===== config.mk =====
export PLATFORM = sky130hd
export DESIGN_NAME = pcsc_top
export DESIGN_NICKNAME = d
export VERILOG_FILES = /design/src/logic/pcsc_pkg.sv /design/src/logic/pcsc_top.sv
export VERILOG_INCLUDE_DIRS = /design/src /design/src/logic
export SDC_FILE = /design/constraint.sdc
export NUM_CORES = 1
export LEC_CHECK = 0
export BUFFER_PORTS_ARGS = -buffer_cell sky130_fd_sc_hd__buf_4
export CORE_MARGIN = 4
export CORE_UTILIZATION = 35
export DETAILED_ROUTE_END_ITERATION = 10
export HOLD_SLACK_MARGIN = 0.1
export PLACE_DENSITY_LB_ADDON = 0.2
export REMOVE_ABC_BUFFERS = 1
export SYNTH_ARGS = -nofsm -noshare
export SYNTH_HDL_FRONTEND = slang
export SYNTH_SLANG_ARGS = --single-unit
export TNS_END_PERCENT = 20

===== constraint.sdc =====
create_clock -name clk -period 1.8 [get_ports clk]
set_input_delay 0 -clock clk [delete_from_list [all_inputs] [get_ports clk]]
set_output_delay 0 -clock clk [all_outputs]
set_load 0.01 [all_outputs]

===== src/logic/pcsc_cfg.svh =====
/*
  Register map, field positions, reset values and counts for the PLL clock
  select control block. Included by the package users; definitions only.
*/
`ifndef PCSC_CFG_SVH
`define PCSC_CFG_SVH

// register word indices, byte address = index * 4
`define PCSC_IDX_CTRL 3'h0
`define PCSC_IDX_BW 3'h1
`define PCSC_IDX_MUL 3'h2
`define PCSC_IDX_VRS 3'h3
`define PCSC_IDX_RDS 3'h4
`define PCSC_IDX_CFG 3'h5

// control register fields
`define PCSC_CTRL_IE 7
`define PCSC_CTRL_FLAG 6
`define PCSC_CTRL_LON 5
`define PCSC_CTRL_BCS 4
`define PCSC_CTRL_PRE_HI 3
`define PCSC_CTRL_PRE_LO 2
`define PCSC_CTRL_VPR_HI 1
`define PCSC_CTRL_VPR_LO 0

// bandwidth register fields
`define PCSC_BW_AUTO 7
`define PCSC_BW_LOCK 6
`define PCSC_BW_TRK 5

// config register field
`define PCSC_CFG_KEEP 0

// reset values of the programming registers
`define PCSC_MUL_RST 12'h040
`define PCSC_VRS_RST 8'h40
`define PCSC_RDS_RST 4'h1

// source edges waited on each side of a switch
`define PCSC_SW_EDGES 2'h3

`define PCSC_RESP_OKAY 1'b0

`endif


===== src/logic/pcsc_pkg.sv =====
/*
  Types of the PLL clock select control block: bus carriers, switch states,
  exported PLL settings and the block's whole state.
  Assumes an AHB-Lite master with 32-bit data.
*/
package pcsc_pkg;

  typedef enum logic [1:0] {
    PCSC_SW_IDLE = 2'b00,
    PCSC_SW_HOLD = 2'b01,
    PCSC_SW_COMMIT = 2'b11
  } pcsc_sw_e;

  typedef struct packed {
    logic hsel;
    logic [31:0] haddr;
    logic [1:0] htrans;
    logic hwrite;
    logic [2:0] hsize;
    logic hready;
    logic [31:0] hwdata;
  } pcsc_ahb_in_s;

  typedef struct packed {
    logic [31:0] hrdata;
    logic hreadyout;
    logic hresp;
  } pcsc_ahb_out_s;

  typedef struct packed {
    logic [1:0] prescale;
    logic [1:0] vco_pow2_range;
    logic [11:0] multiplier;
    logic [7:0] vco_linear_range;
    logic [3:0] ref_divider;
    logic track_not_acquire;
    logic auto_bandwidth;
  } pcsc_settings_s;

  typedef struct packed {
    logic ie;
    logic flag;
    logic lon;
    logic base_source_select;
    logic [1:0] pre;
    logic [1:0] vpr;
    logic autob;
    logic trk;
    logic [11:0] mul;
    logic [7:0] vrs;
    logic [3:0] rds;
    logic keep;
    logic lk_s1;
    logic lk_s2;
    logic lk_d3;
    logic xp;
    logic vp;
    logic act;
    logic tgt;
    pcsc_sw_e sw;
    logic [1:0] cx;
    logic [1:0] cv;
    logic bout;
    logic irq;
    logic osc_en;
    logic loop_en;
    logic wr_pend;
    logic [2:0] wadr;
    logic [31:0] rdata;
    logic rdy;
    logic resp;
  } pcsc_state_s;

endpackage


===== src/logic/pcsc_top.sv =====
/*
  PLL clock select control: base clock selector with glitch-free switch,
  loop-on / select interlocks, write protection of the PLL programming
  registers, lock-change flag and interrupt, bandwidth bits, stop gating.
  Assumes: all inputs synchronous to clk; crystal and VCO clocks are slow
  enough to be sampled as levels; registers reached over AHB-Lite.
*/
// The implementer's own choices: the AHB-Lite slave port and the register addresses.
`include "pcsc_cfg.svh"

module pcsc_top (
  // clock, reset, enable
  input wire logic clk,
  input wire logic reset_n,
  input wire logic clk_en,
  // register bus
  input wire pcsc_pkg::pcsc_ahb_in_s ahb_in,
  output pcsc_pkg::pcsc_ahb_out_s ahb_out,
  // source clocks and analog status
  input wire logic crystal_clock,
  input wire logic vco_clock,
  input wire logic lock_status,
  input wire logic track_status,
  // system integration unit
  input wire logic system_osc_enable,
  input wire logic stop_mode,
  output logic base_clock_out,
  output logic lock_change_irq,
  // analog controls
  output logic osc_enable,
  output logic loop_enable,
  output pcsc_pkg::pcsc_settings_s pll_settings
);

  pcsc_pkg::pcsc_state_s st_q;
  pcsc_pkg::pcsc_state_s st_d;
  logic [31:0] wd;
  logic [31:0] rd;
  logic [2:0] idx;
  logic mapped;
  logic acc;
  logic stopped;
  logic lk_edge;
  logic rise_x;
  logic rise_v;

  always_comb begin
    st_d = st_q;
    wd = ahb_in.hwdata;
    rd = '0;
    idx = ahb_in.haddr[4:2];
    mapped = (ahb_in.haddr[31:5] == 27'h0) && (idx <= `PCSC_IDX_CFG);
    acc = ahb_in.hsel & ahb_in.htrans[1] & ahb_in.hready;
    stopped = stop_mode & ~st_q.keep;
    lk_edge = st_q.lk_s2 ^ st_q.lk_d3;
    rise_x = crystal_clock & ~st_q.xp;
    rise_v = vco_clock & ~st_q.vp;

    // lock status synchroniser and edge history
    st_d.lk_s1 = lock_status;
    st_d.lk_s2 = st_q.lk_s1;
    st_d.lk_d3 = st_q.lk_s2;
    st_d.xp = crystal_clock;
    st_d.vp = vco_clock;

    // data phase of a write
    if (st_q.wr_pend) begin
      case (st_q.wadr)
        `PCSC_IDX_CTRL: begin
          if (st_q.autob) begin
            st_d.ie = wd[`PCSC_CTRL_IE];
          end
          if (!st_q.lon) begin
            st_d.pre = wd[`PCSC_CTRL_PRE_HI:`PCSC_CTRL_PRE_LO];
            st_d.vpr = wd[`PCSC_CTRL_VPR_HI:`PCSC_CTRL_VPR_LO];
          end
          // both interlocks judge the old bits, so one write cannot do both
          st_d.lon = st_q.base_source_select | wd[`PCSC_CTRL_LON];
          st_d.base_source_select = st_q.lon & (st_q.vrs != 8'h00) & wd[`PCSC_CTRL_BCS];
        end
        `PCSC_IDX_BW: begin
          st_d.autob = wd[`PCSC_BW_AUTO];
          if (!st_q.autob) begin
            st_d.trk = wd[`PCSC_BW_TRK];
          end
        end
        `PCSC_IDX_MUL: begin
          if (!st_q.lon) begin
            st_d.mul = wd[11:0];
          end
        end
        `PCSC_IDX_VRS: begin
          if (!st_q.lon) begin
            st_d.vrs = wd[7:0];
          end
        end
        `PCSC_IDX_RDS: begin
          if (!st_q.lon) begin
            st_d.rds = wd[3:0];
          end
        end
        `PCSC_IDX_CFG: begin
          st_d.keep = wd[`PCSC_CFG_KEEP];
        end
        default: begin
        end
      endcase
    end
    if (!st_d.autob) begin
      st_d.ie = 1'b0;
    end
    if (!st_d.lon || st_d.vrs == 8'h00) begin
      st_d.base_source_select = 1'b0;
    end
    if (stop_mode) begin
      st_d.base_source_select = 1'b0;
    end

    // read word, taken at the address phase
    case (idx)
      `PCSC_IDX_CTRL: begin
        rd[`PCSC_CTRL_IE] = st_q.ie;
        rd[`PCSC_CTRL_FLAG] = st_q.flag & st_q.autob;
        rd[`PCSC_CTRL_LON] = st_q.lon;
        rd[`PCSC_CTRL_BCS] = st_q.base_source_select;
        rd[`PCSC_CTRL_PRE_HI:`PCSC_CTRL_PRE_LO] = st_q.pre;
        rd[`PCSC_CTRL_VPR_HI:`PCSC_CTRL_VPR_LO] = st_q.vpr;
      end
      `PCSC_IDX_BW: begin
        rd[`PCSC_BW_AUTO] = st_q.autob;
        rd[`PCSC_BW_LOCK] = st_q.lk_s2 & st_q.autob;
        rd[`PCSC_BW_TRK] = st_q.autob ? track_status : st_q.trk;
      end
      `PCSC_IDX_MUL: rd[11:0] = st_q.mul;
      `PCSC_IDX_VRS: rd[7:0] = st_q.vrs;
      `PCSC_IDX_RDS: rd[3:0] = st_q.rds;
      `PCSC_IDX_CFG: rd[`PCSC_CFG_KEEP] = st_q.keep;
      default: rd = '0;
    endcase
    if (!mapped) begin
      rd = '0;
    end

    // bus address phase
    st_d.wr_pend = acc & ahb_in.hwrite & mapped;
    st_d.wadr = idx;
    st_d.rdy = 1'b1;
    st_d.resp = `PCSC_RESP_OKAY;
    if (acc && !ahb_in.hwrite) begin
      st_d.rdata = rd;
      if (mapped && idx == `PCSC_IDX_CTRL) begin
        st_d.flag = 1'b0;
      end
    end
    if (lk_edge) begin
      st_d.flag = 1'b1;
    end

    // base clock selector
    case (st_q.sw)
      pcsc_pkg::PCSC_SW_IDLE: begin
        if (st_q.base_source_select != st_q.act) begin
          st_d.sw = pcsc_pkg::PCSC_SW_HOLD;
          st_d.tgt = st_q.base_source_select;
          st_d.cx = 2'h0;
          st_d.cv = 2'h0;
        end else if (st_q.act ? rise_v : rise_x) begin
          st_d.bout = ~st_q.bout;
        end
      end
      pcsc_pkg::PCSC_SW_HOLD: begin
        if (rise_x && st_q.cx != `PCSC_SW_EDGES) begin
          st_d.cx = st_q.cx + 2'h1;
        end
        if (rise_v && st_q.cv != `PCSC_SW_EDGES) begin
          st_d.cv = st_q.cv + 2'h1;
        end
        if (st_q.cx == `PCSC_SW_EDGES && st_q.cv == `PCSC_SW_EDGES) begin
          st_d.sw = pcsc_pkg::PCSC_SW_COMMIT;
        end
      end
      pcsc_pkg::PCSC_SW_COMMIT: begin
        st_d.act = st_q.tgt;
        st_d.sw = pcsc_pkg::PCSC_SW_IDLE;
      end
      default: st_d.sw = pcsc_pkg::PCSC_SW_IDLE;
    endcase
    if (stopped) begin
      st_d.bout = 1'b0;
    end

    st_d.irq = st_q.flag & st_q.ie & st_q.autob & ~stopped;
    st_d.osc_en = system_osc_enable | (stop_mode & st_q.keep);
    st_d.loop_en = system_osc_enable & st_q.lon & (st_q.vrs != 8'h00) & ~stop_mode;
  end

  always_ff @(posedge clk or negedge reset_n) begin
    if (!reset_n) begin
      st_q <= '0;
      st_q.lon <= 1'b1;
      st_q.mul <= `PCSC_MUL_RST;
      st_q.vrs <= `PCSC_VRS_RST;
      st_q.rds <= `PCSC_RDS_RST;
      st_q.sw <= pcsc_pkg::PCSC_SW_IDLE;
      st_q.rdy <= 1'b1;
      st_q.resp <= `PCSC_RESP_OKAY;
    end else if (clk_en) begin
      st_q <= st_d;
    end
  end

  assign ahb_out.hrdata = st_q.rdata;
  assign ahb_out.hreadyout = st_q.rdy;
  assign ahb_out.hresp = st_q.resp;
  assign base_clock_out = st_q.bout;
  assign lock_change_irq = st_q.irq;
  assign osc_enable = st_q.osc_en;
  assign loop_enable = st_q.loop_en;
  assign pll_settings.prescale = st_q.pre;
  assign pll_settings.vco_pow2_range = st_q.vpr;
  assign pll_settings.multiplier = st_q.mul;
  assign pll_settings.vco_linear_range = st_q.vrs;
  assign pll_settings.ref_divider = st_q.rds;
  assign pll_settings.track_not_acquire = st_q.trk;
  assign pll_settings.auto_bandwidth = st_q.autob;

  property p_sel_forced;
    @(posedge clk) disable iff (!reset_n)
    st_q.base_source_select |-> st_q.lon && st_q.vrs != 8'h00;
  endproperty
  a_sel_forced: assert property (p_sel_forced) else $error("select set without loop");

  property p_loop_held;
    @(posedge clk) disable iff (!reset_n)
    st_q.base_source_select ##1 st_q.base_source_select |-> st_q.lon && $past(st_q.lon);
  endproperty
  a_loop_held: assert property (p_loop_held) else $error("loop dropped under select");

  property p_ie_manual;
    @(posedge clk) disable iff (!reset_n)
    !st_q.autob |-> !st_q.ie;
  endproperty
  a_ie_manual: assert property (p_ie_manual) else $error("enable set in manual mode");

  property p_flag_set;
    @(posedge clk) disable iff (!reset_n)
    clk_en && (st_q.lk_s2 != st_q.lk_d3) |=> st_q.flag;
  endproperty
  a_flag_set: assert property (p_flag_set) else $error("lock change not flagged");

  property p_flag_clear;
    @(posedge clk) disable iff (!reset_n)
    clk_en && acc && !ahb_in.hwrite && mapped && idx == `PCSC_IDX_CTRL
      && st_q.lk_s2 == st_q.lk_d3 |=> !st_q.flag;
  endproperty
  a_flag_clear: assert property (p_flag_clear) else $error("read did not clear flag");

  property p_irq;
    @(posedge clk) disable iff (!reset_n)
    clk_en && st_q.flag && st_q.ie && st_q.autob && !stopped |=> lock_change_irq;
  endproperty
  a_irq: assert property (p_irq) else $error("interrupt missing");

  property p_pre_frozen;
    @(posedge clk) disable iff (!reset_n)
    st_q.lon |=> $stable(st_q.pre);
  endproperty
  a_pre_frozen: assert property (p_pre_frozen) else $error("prescaler changed");

  property p_vpr_frozen;
    @(posedge clk) disable iff (!reset_n)
    st_q.lon |=> $stable(st_q.vpr);
  endproperty
  a_vpr_frozen: assert property (p_vpr_frozen) else $error("range exponent changed");

  property p_prog_frozen;
    @(posedge clk) disable iff (!reset_n)
    st_q.lon |=> $stable(st_q.mul) && $stable(st_q.vrs) && $stable(st_q.rds);
  endproperty
  a_prog_frozen: assert property (p_prog_frozen) else $error("programming changed");

  property p_hold;
    @(posedge clk) disable iff (!reset_n)
    st_q.sw != pcsc_pkg::PCSC_SW_IDLE && !stopped |=> $stable(base_clock_out);
  endproperty
  a_hold: assert property (p_hold) else $error("base clock moved in switch");

  property p_toggle;
    @(posedge clk) disable iff (!reset_n)
    clk_en && st_q.sw == pcsc_pkg::PCSC_SW_IDLE && st_q.base_source_select == st_q.act && !stopped
      && (st_q.act ? rise_v : rise_x) |=> base_clock_out != $past(base_clock_out);
  endproperty
  a_toggle: assert property (p_toggle) else $error("base clock missed edge");

  property p_stop_clear;
    @(posedge clk) disable iff (!reset_n)
    clk_en && stop_mode |=> !st_q.base_source_select;
  endproperty
  a_stop_clear: assert property (p_stop_clear) else $error("select kept in stop");

  property p_flag_manual;
    @(posedge clk) disable iff (!reset_n)
    clk_en && acc && !ahb_in.hwrite && mapped && idx == `PCSC_IDX_CTRL && !st_q.autob
      |=> !ahb_out.hrdata[`PCSC_CTRL_FLAG];
  endproperty
  a_flag_manual: assert property (p_flag_manual) else $error("flag seen in manual");

  property p_lock_manual;
    @(posedge clk) disable iff (!reset_n)
    clk_en && acc && !ahb_in.hwrite && mapped && idx == `PCSC_IDX_BW && !st_q.autob
      |=> !ahb_out.hrdata[`PCSC_BW_LOCK];
  endproperty
  a_lock_manual: assert property (p_lock_manual) else $error("lock seen in manual");

  property p_auto_write;
    @(posedge clk) disable iff (!reset_n)
    clk_en && st_q.wr_pend && st_q.wadr == `PCSC_IDX_BW
      |=> st_q.autob == $past(ahb_in.hwdata[`PCSC_BW_AUTO]);
  endproperty
  a_auto_write: assert property (p_auto_write) else $error("auto bit not written");

  property p_trk_write;
    @(posedge clk) disable iff (!reset_n)
    clk_en && st_q.wr_pend && st_q.wadr == `PCSC_IDX_BW && !st_q.autob
      |=> st_q.trk == $past(ahb_in.hwdata[`PCSC_BW_TRK]);
  endproperty
  a_trk_write: assert property (p_trk_write) else $error("tracking bit not written");

  property p_trk_auto;
    @(posedge clk) disable iff (!reset_n)
    clk_en && st_q.autob |=> $stable(st_q.trk);
  endproperty
  a_trk_auto: assert property (p_trk_auto) else $error("tracking bit written in auto");

  property p_lock_sync;
    @(posedge clk) disable iff (!reset_n)
    clk_en |=> st_q.lk_s2 == $past(st_q.lk_s1);
  endproperty
  a_lock_sync: assert property (p_lock_sync) else $error("lock sync stage skipped");

  property p_osc_on;
    @(posedge clk) disable iff (!reset_n)
    clk_en && system_osc_enable |=> osc_enable;
  endproperty
  a_osc_on: assert property (p_osc_on) else $error("oscillator not enabled");

  property p_loop_stop;
    @(posedge clk) disable iff (!reset_n)
    clk_en && stop_mode |=> !loop_enable;
  endproperty
  a_loop_stop: assert property (p_loop_stop) else $error("loop kept in stop");

  property p_irq_off;
    @(posedge clk) disable iff (!reset_n)
    clk_en && !(st_q.flag && st_q.ie) |=> !lock_change_irq;
  endproperty
  a_irq_off: assert property (p_irq_off) else $error("interrupt without cause");

endmodule


Yosys cells after proc, flatten, opt, wreduce, memory -nomap -nowiden
Cells that the tools add are included.
{"block": "op_classes", "add_sub_neg": 2, "muxes": 39, "bitwise": 29, "n_eq_ne": 25, "order_cmp": 1, "n_reduce_logical": 37}
{"op": "$mux W12", "count": 3}
{"op": "$mux W33", "count": 1}
{"op": "$reduce_and A4 Y1", "count": 8}
{"op": "$logic_not A27 Y1", "count": 1}
{"op": "$pmux W3 S4", "count": 2}
{"op": "$and A1 B1 Y1", "count": 18}
{"op": "$ne A2 B2 Y1 const B", "count": 9}
{"op": "$mux W1", "count": 17}
{"op": "$mux W4", "count": 4}
{"op": "$mux W8", "count": 2}
{"op": "$reduce_and A3 Y1", "count": 5}
{"op": "$eq A3 B2 Y1 const B", "count": 4}
{"op": "$eq A3 B3 Y1 const B", "count": 4}
{"op": "$mux W6", "count": 2}
{"op": "$reduce_bool A2 Y1", "count": 5}
{"op": "$logic_not A8 Y1", "count": 1}
{"op": "$mux W2", "count": 4}
{"op": "$not A1 Y1", "count": 8}
{"op": "$pmux W4 S2", "count": 1}
{"op": "$reduce_bool A8 Y1", "count": 1}
{"op": "$eq A2 B2 Y1 const B", "count": 3}
{"op": "$eq A3 B1 Y1 const B", "count": 2}
{"op": "$logic_and A1 B1 Y1", "count": 6}
{"op": "$logic_not A3 Y1", "count": 2}
{"op": "other kinds (15)", "count": 20}
{"block": "word_totals", "regBits": 88, "elab_cells": 162}

Logic depth before layout (Yosys ltp)
{"block": "logic_depth", "depth_word": 9, "ltp_mapped": 7}

Worst setup path after synthesis
No wires, ideal clock.
{"block": "synth_timing", "path_type": "flip-flop to flip-flop", "from": "register st_q[36] in the netlist's numbering", "to": "register st_q (netlist bit pll_settings[1])", "setup_slack_ps": 92, "n_path_buf": 0, "required_time_ps": 1675, "path_stages_with_launch": 5, "arrival_time_ps": 1583, "cell_sequence": "dfrtp_1 -> or3b_4 -> or3_1 -> nor2_1 -> mux2_2"}
{"block": "synth_via", "elab_chain_cells": 2}
{"item": "start, declared", "line": "pcsc_top.sv:35", "rtl": "pcsc_pkg::pcsc_state_s st_q;"}
{"item": "start signal, assigned", "line": "pcsc_top.sv:208", "rtl": "st_q <= st_d;"}
{"item": "$eq A3 B1 Y1", "line": "pcsc_top.sv:68", "rtl": "case (st_q.wadr)"}
{"item": "$reduce_and A4 Y1 (no line)"}
Every way passes these cells.
A chain may end at the register's enable or synchronous reset.

Final worst setup path
Same ends and word-level chain as after synthesis.

==> out/metrics.cfg <==
[run_status]
outcome = finished clean

[worst_hold_path]
holdPathStages = 4
min_to = st_q[37]
hold_path_class = input pin to register
min_from = ahb_in[38]

[placement]
dp_hpwl_um = 7090
place_congestion = 0.771
pre_cts_ws_ps = 61.6
io_buffers = 100
place_area_sq_um = 4420

[sta]
setup_viol = 0
hold_viol = 0
fmax_mhz = 567
rsz0062_at_grt = no
worst_pin_slew_ps = 552
fin_ws_ps = 37.8
final_max_slew_viol_count = 0
skew_ps = 12.4
fin_crit_ps = 1760
finalCritPeriodShare_pct = 97.9
setup_tns_ps = 0
max_slew_margin_pct = 63.2

[critical_path]
crit_chain = or3b_4 -> or3_1 -> nor2_1 -> mux2_2
critical-path-top-delay-family = simple AND/OR/NAND/NOR gates
worst-r2r-setup-slack_ps = 40
slowest_delay_ps = 440
critPathBufInv = 0
r2r_start = st_q[36]
critPathArrivalTime_ps = 1990
cp-end-kind = register
r2r-end = pll_settings[1]
cp_slowest_cell = or3b_4
critPathLaunch = st_q[36]
path_class = register to register
crit_path_start_kind = register
r2r_cells = 4
crit_required_ps = 2030
cp_max_fo = 6

[grt]
grt_antenna_before_repair = 0
grt_max_degree = 42
grt_overflow = 0
grt_pass1_vias = 2955
grt_pass1_wl_um = 15400
gr-usage-all-layers_pct = 15.2

[drt]
detail_route.wl_per_cell_um = 16.0
drtPass1Iterations = 4
drc_errors = 0
drt_iter0_drc = 106
viasPerCell = 4.84
via_count = 2892
drt_wl_total_um = 9540
drtAntennaViolNets = 0

[floorplan]
initial_core_util_pct = 35.7
num_rows = 38
die_w_um = 113
die_area_sq_um = 12700
die_y_um = 113
pin_count = 149
fp.coreArea_sq_um = 10800

[cts]
clk_pin_slew_ps = 70
htreeDepth = 3
root_buffer = clkbuf_8
tritoncts = built
cts.sinks = 68
clock_latency_ps = 340
clockBufferDepth = 2
post_cts_buffers = 0
numCtsBuffers = 9

[logic_synthesis]
synth-seq-cells = 68
synth_ff_type = dfrtp_1
ys_seq_area_share_pct = 44.3
avgSynthCellArea_sq_um = 10.8
postSynth.asyncResetShare_pct = 100
synth-edff-count = 0
synthDistinctLibCells = 50
yosysWarnings = 0
netlist_top_cells_count = buf_4, dfrtp_1, mux2_2
synth_area_sq_um = 3850
synth_largest_area_cell = dfrtp_1
synth_area_leaders = dfrtp_1, buf_4, mux2_2
netlist.area_leader.share_pct = 41.6
netlist_instances = 356
synth.most_common_cell = buf_4

[pwr]
irDropWorstVdd_v = 0.000313
p_leak_nw = 2.36
powerDensity_nw_per_um2 = 724

[cells_and_area]
drive_gt1_share_pct = 42.0
diodes = 0
syn2layout_area_growth_pct = 27.9
nets = 538
stdcell_area_sq_um = 4920

[run]
cap_violations = 0

==> how the worst max path moves through the flow <==
| stage | end | slack [ps] | depth (start not counted) |
|---|---|---|---|
| floorplan | pll_settings[1] | 90 | 4 |
| global placement | pll_settings[1] | 90 | 4 |
| detailed placement | st_q[42] | 60 | 5 |
| CTS | st_q[42] | 40 | 5 |
| global route | st_q[42] | 10 | 5 |
| finish | pll_settings[1] | 40 | 4 |
==> final cells by class <==
class	count	area [sq um]
Inverter	12	45.0
Clock buffer	13	179
Fill cell	1039	5870
Sequential cell	68	1710
Multi-Input combinational cell	221	1650
Timing Repair Buffer	140	1130
Tap cell	140	175
Clock inverter	3	42.5
==> flip-flops by register name, summed over array words and instances, names as in the netlist <==
name and flops:
pll_settings 30, st_q 20, ahb_out 12, st_d 2
base_clock_out 1, lock_change_irq 1, loop_enable 1, osc_enable 1
==> placed cells by master, fill, tap and decap left out, drive strengths merged, types with 2 or more instances in the layout <==
master	count
a21oi	7
mux4	2
or3b	4
o31ai	3
or3	2
inv	12
a31oi	2
ha	5
conb	22
nand2	30
xor2	2
and3	2
nand3b	3
o22ai	4
mux2	40
dfrtp	64
o21ai	20
nor2	9
nor2b	2
a22o	6
nor4	10
or2	3
mux2i	11
clkbuf	13
nand4	4
or4	2
buf	114
nand2b	2
dfstp	4
o2bb2ai	3
nor3	4
dlygate4sd3	26
nand3	7
==> repair_timing <==
item	in CTS	in global routing
hold buffers	26	0
gates resized for setup	0	4
endpoints found under the hold margin	113	0
endpoints found under the setup margin	0	5
==> power by group <==
| part | internal, mW | switching [mW] | total, mW | leakage, nW |
|---|---|---|---|---|
| Clock | 0.789 | 0.575 | 1.36 | 0.112 |
| Sequential | 1.60 | 0.0795 | 1.68 | 0.900 |
| Combinational | 0.285 | 0.236 | 0.521 | 1.35 |
| Total | 2.68 | 0.891 | 3.57 | 2.36 |
==> kinds of logic (layout without fill, tap and decap cells) <==
kind of cell	after synthesis	in the layout	synth area share (%)
fa+ha+maj	5	5	1.63
compound gates	52	52	8.94
simple gates	87	87	12.6
flops	68	68	44.3
buf+inv	87	168	15.3
xor+xnor	2	2	0.455
mux	53	53	16.5
other cells	2	22	0.195
==> stage by stage <==
step | power [mW] | utilization (%) | hold slack, ps | instances
after floorplan | 1.91 | - | -296 | 301
after global placement | 2.16 | 41.0 | 35.6 | 555
after detailed placement | 2.18 | 41.0 | 36.8 | 555
after CTS | 3.60 | 45.4 | 118 | 597
after global routing | 3.75 | 45.6 | 170 | 597
final | 3.57 | 45.6 | 145 | 597
==> routing by layer <==
layer,global-route usage [%],wire length [um],up-vias
li1,-,-,1372
met1,20.8,4320,1419
met2,24.5,4630,90
met3,2.78,454,11
met4,5.05,135,0
met5,0,0,-
==> worst min-delay path, cell delays in order <==
cell and delay [ps]:
buf_4 100, and3_1 190, nand3_1 100, o2bb2ai_1 60
No activity file was read; power rests on OpenSTA's default activity.
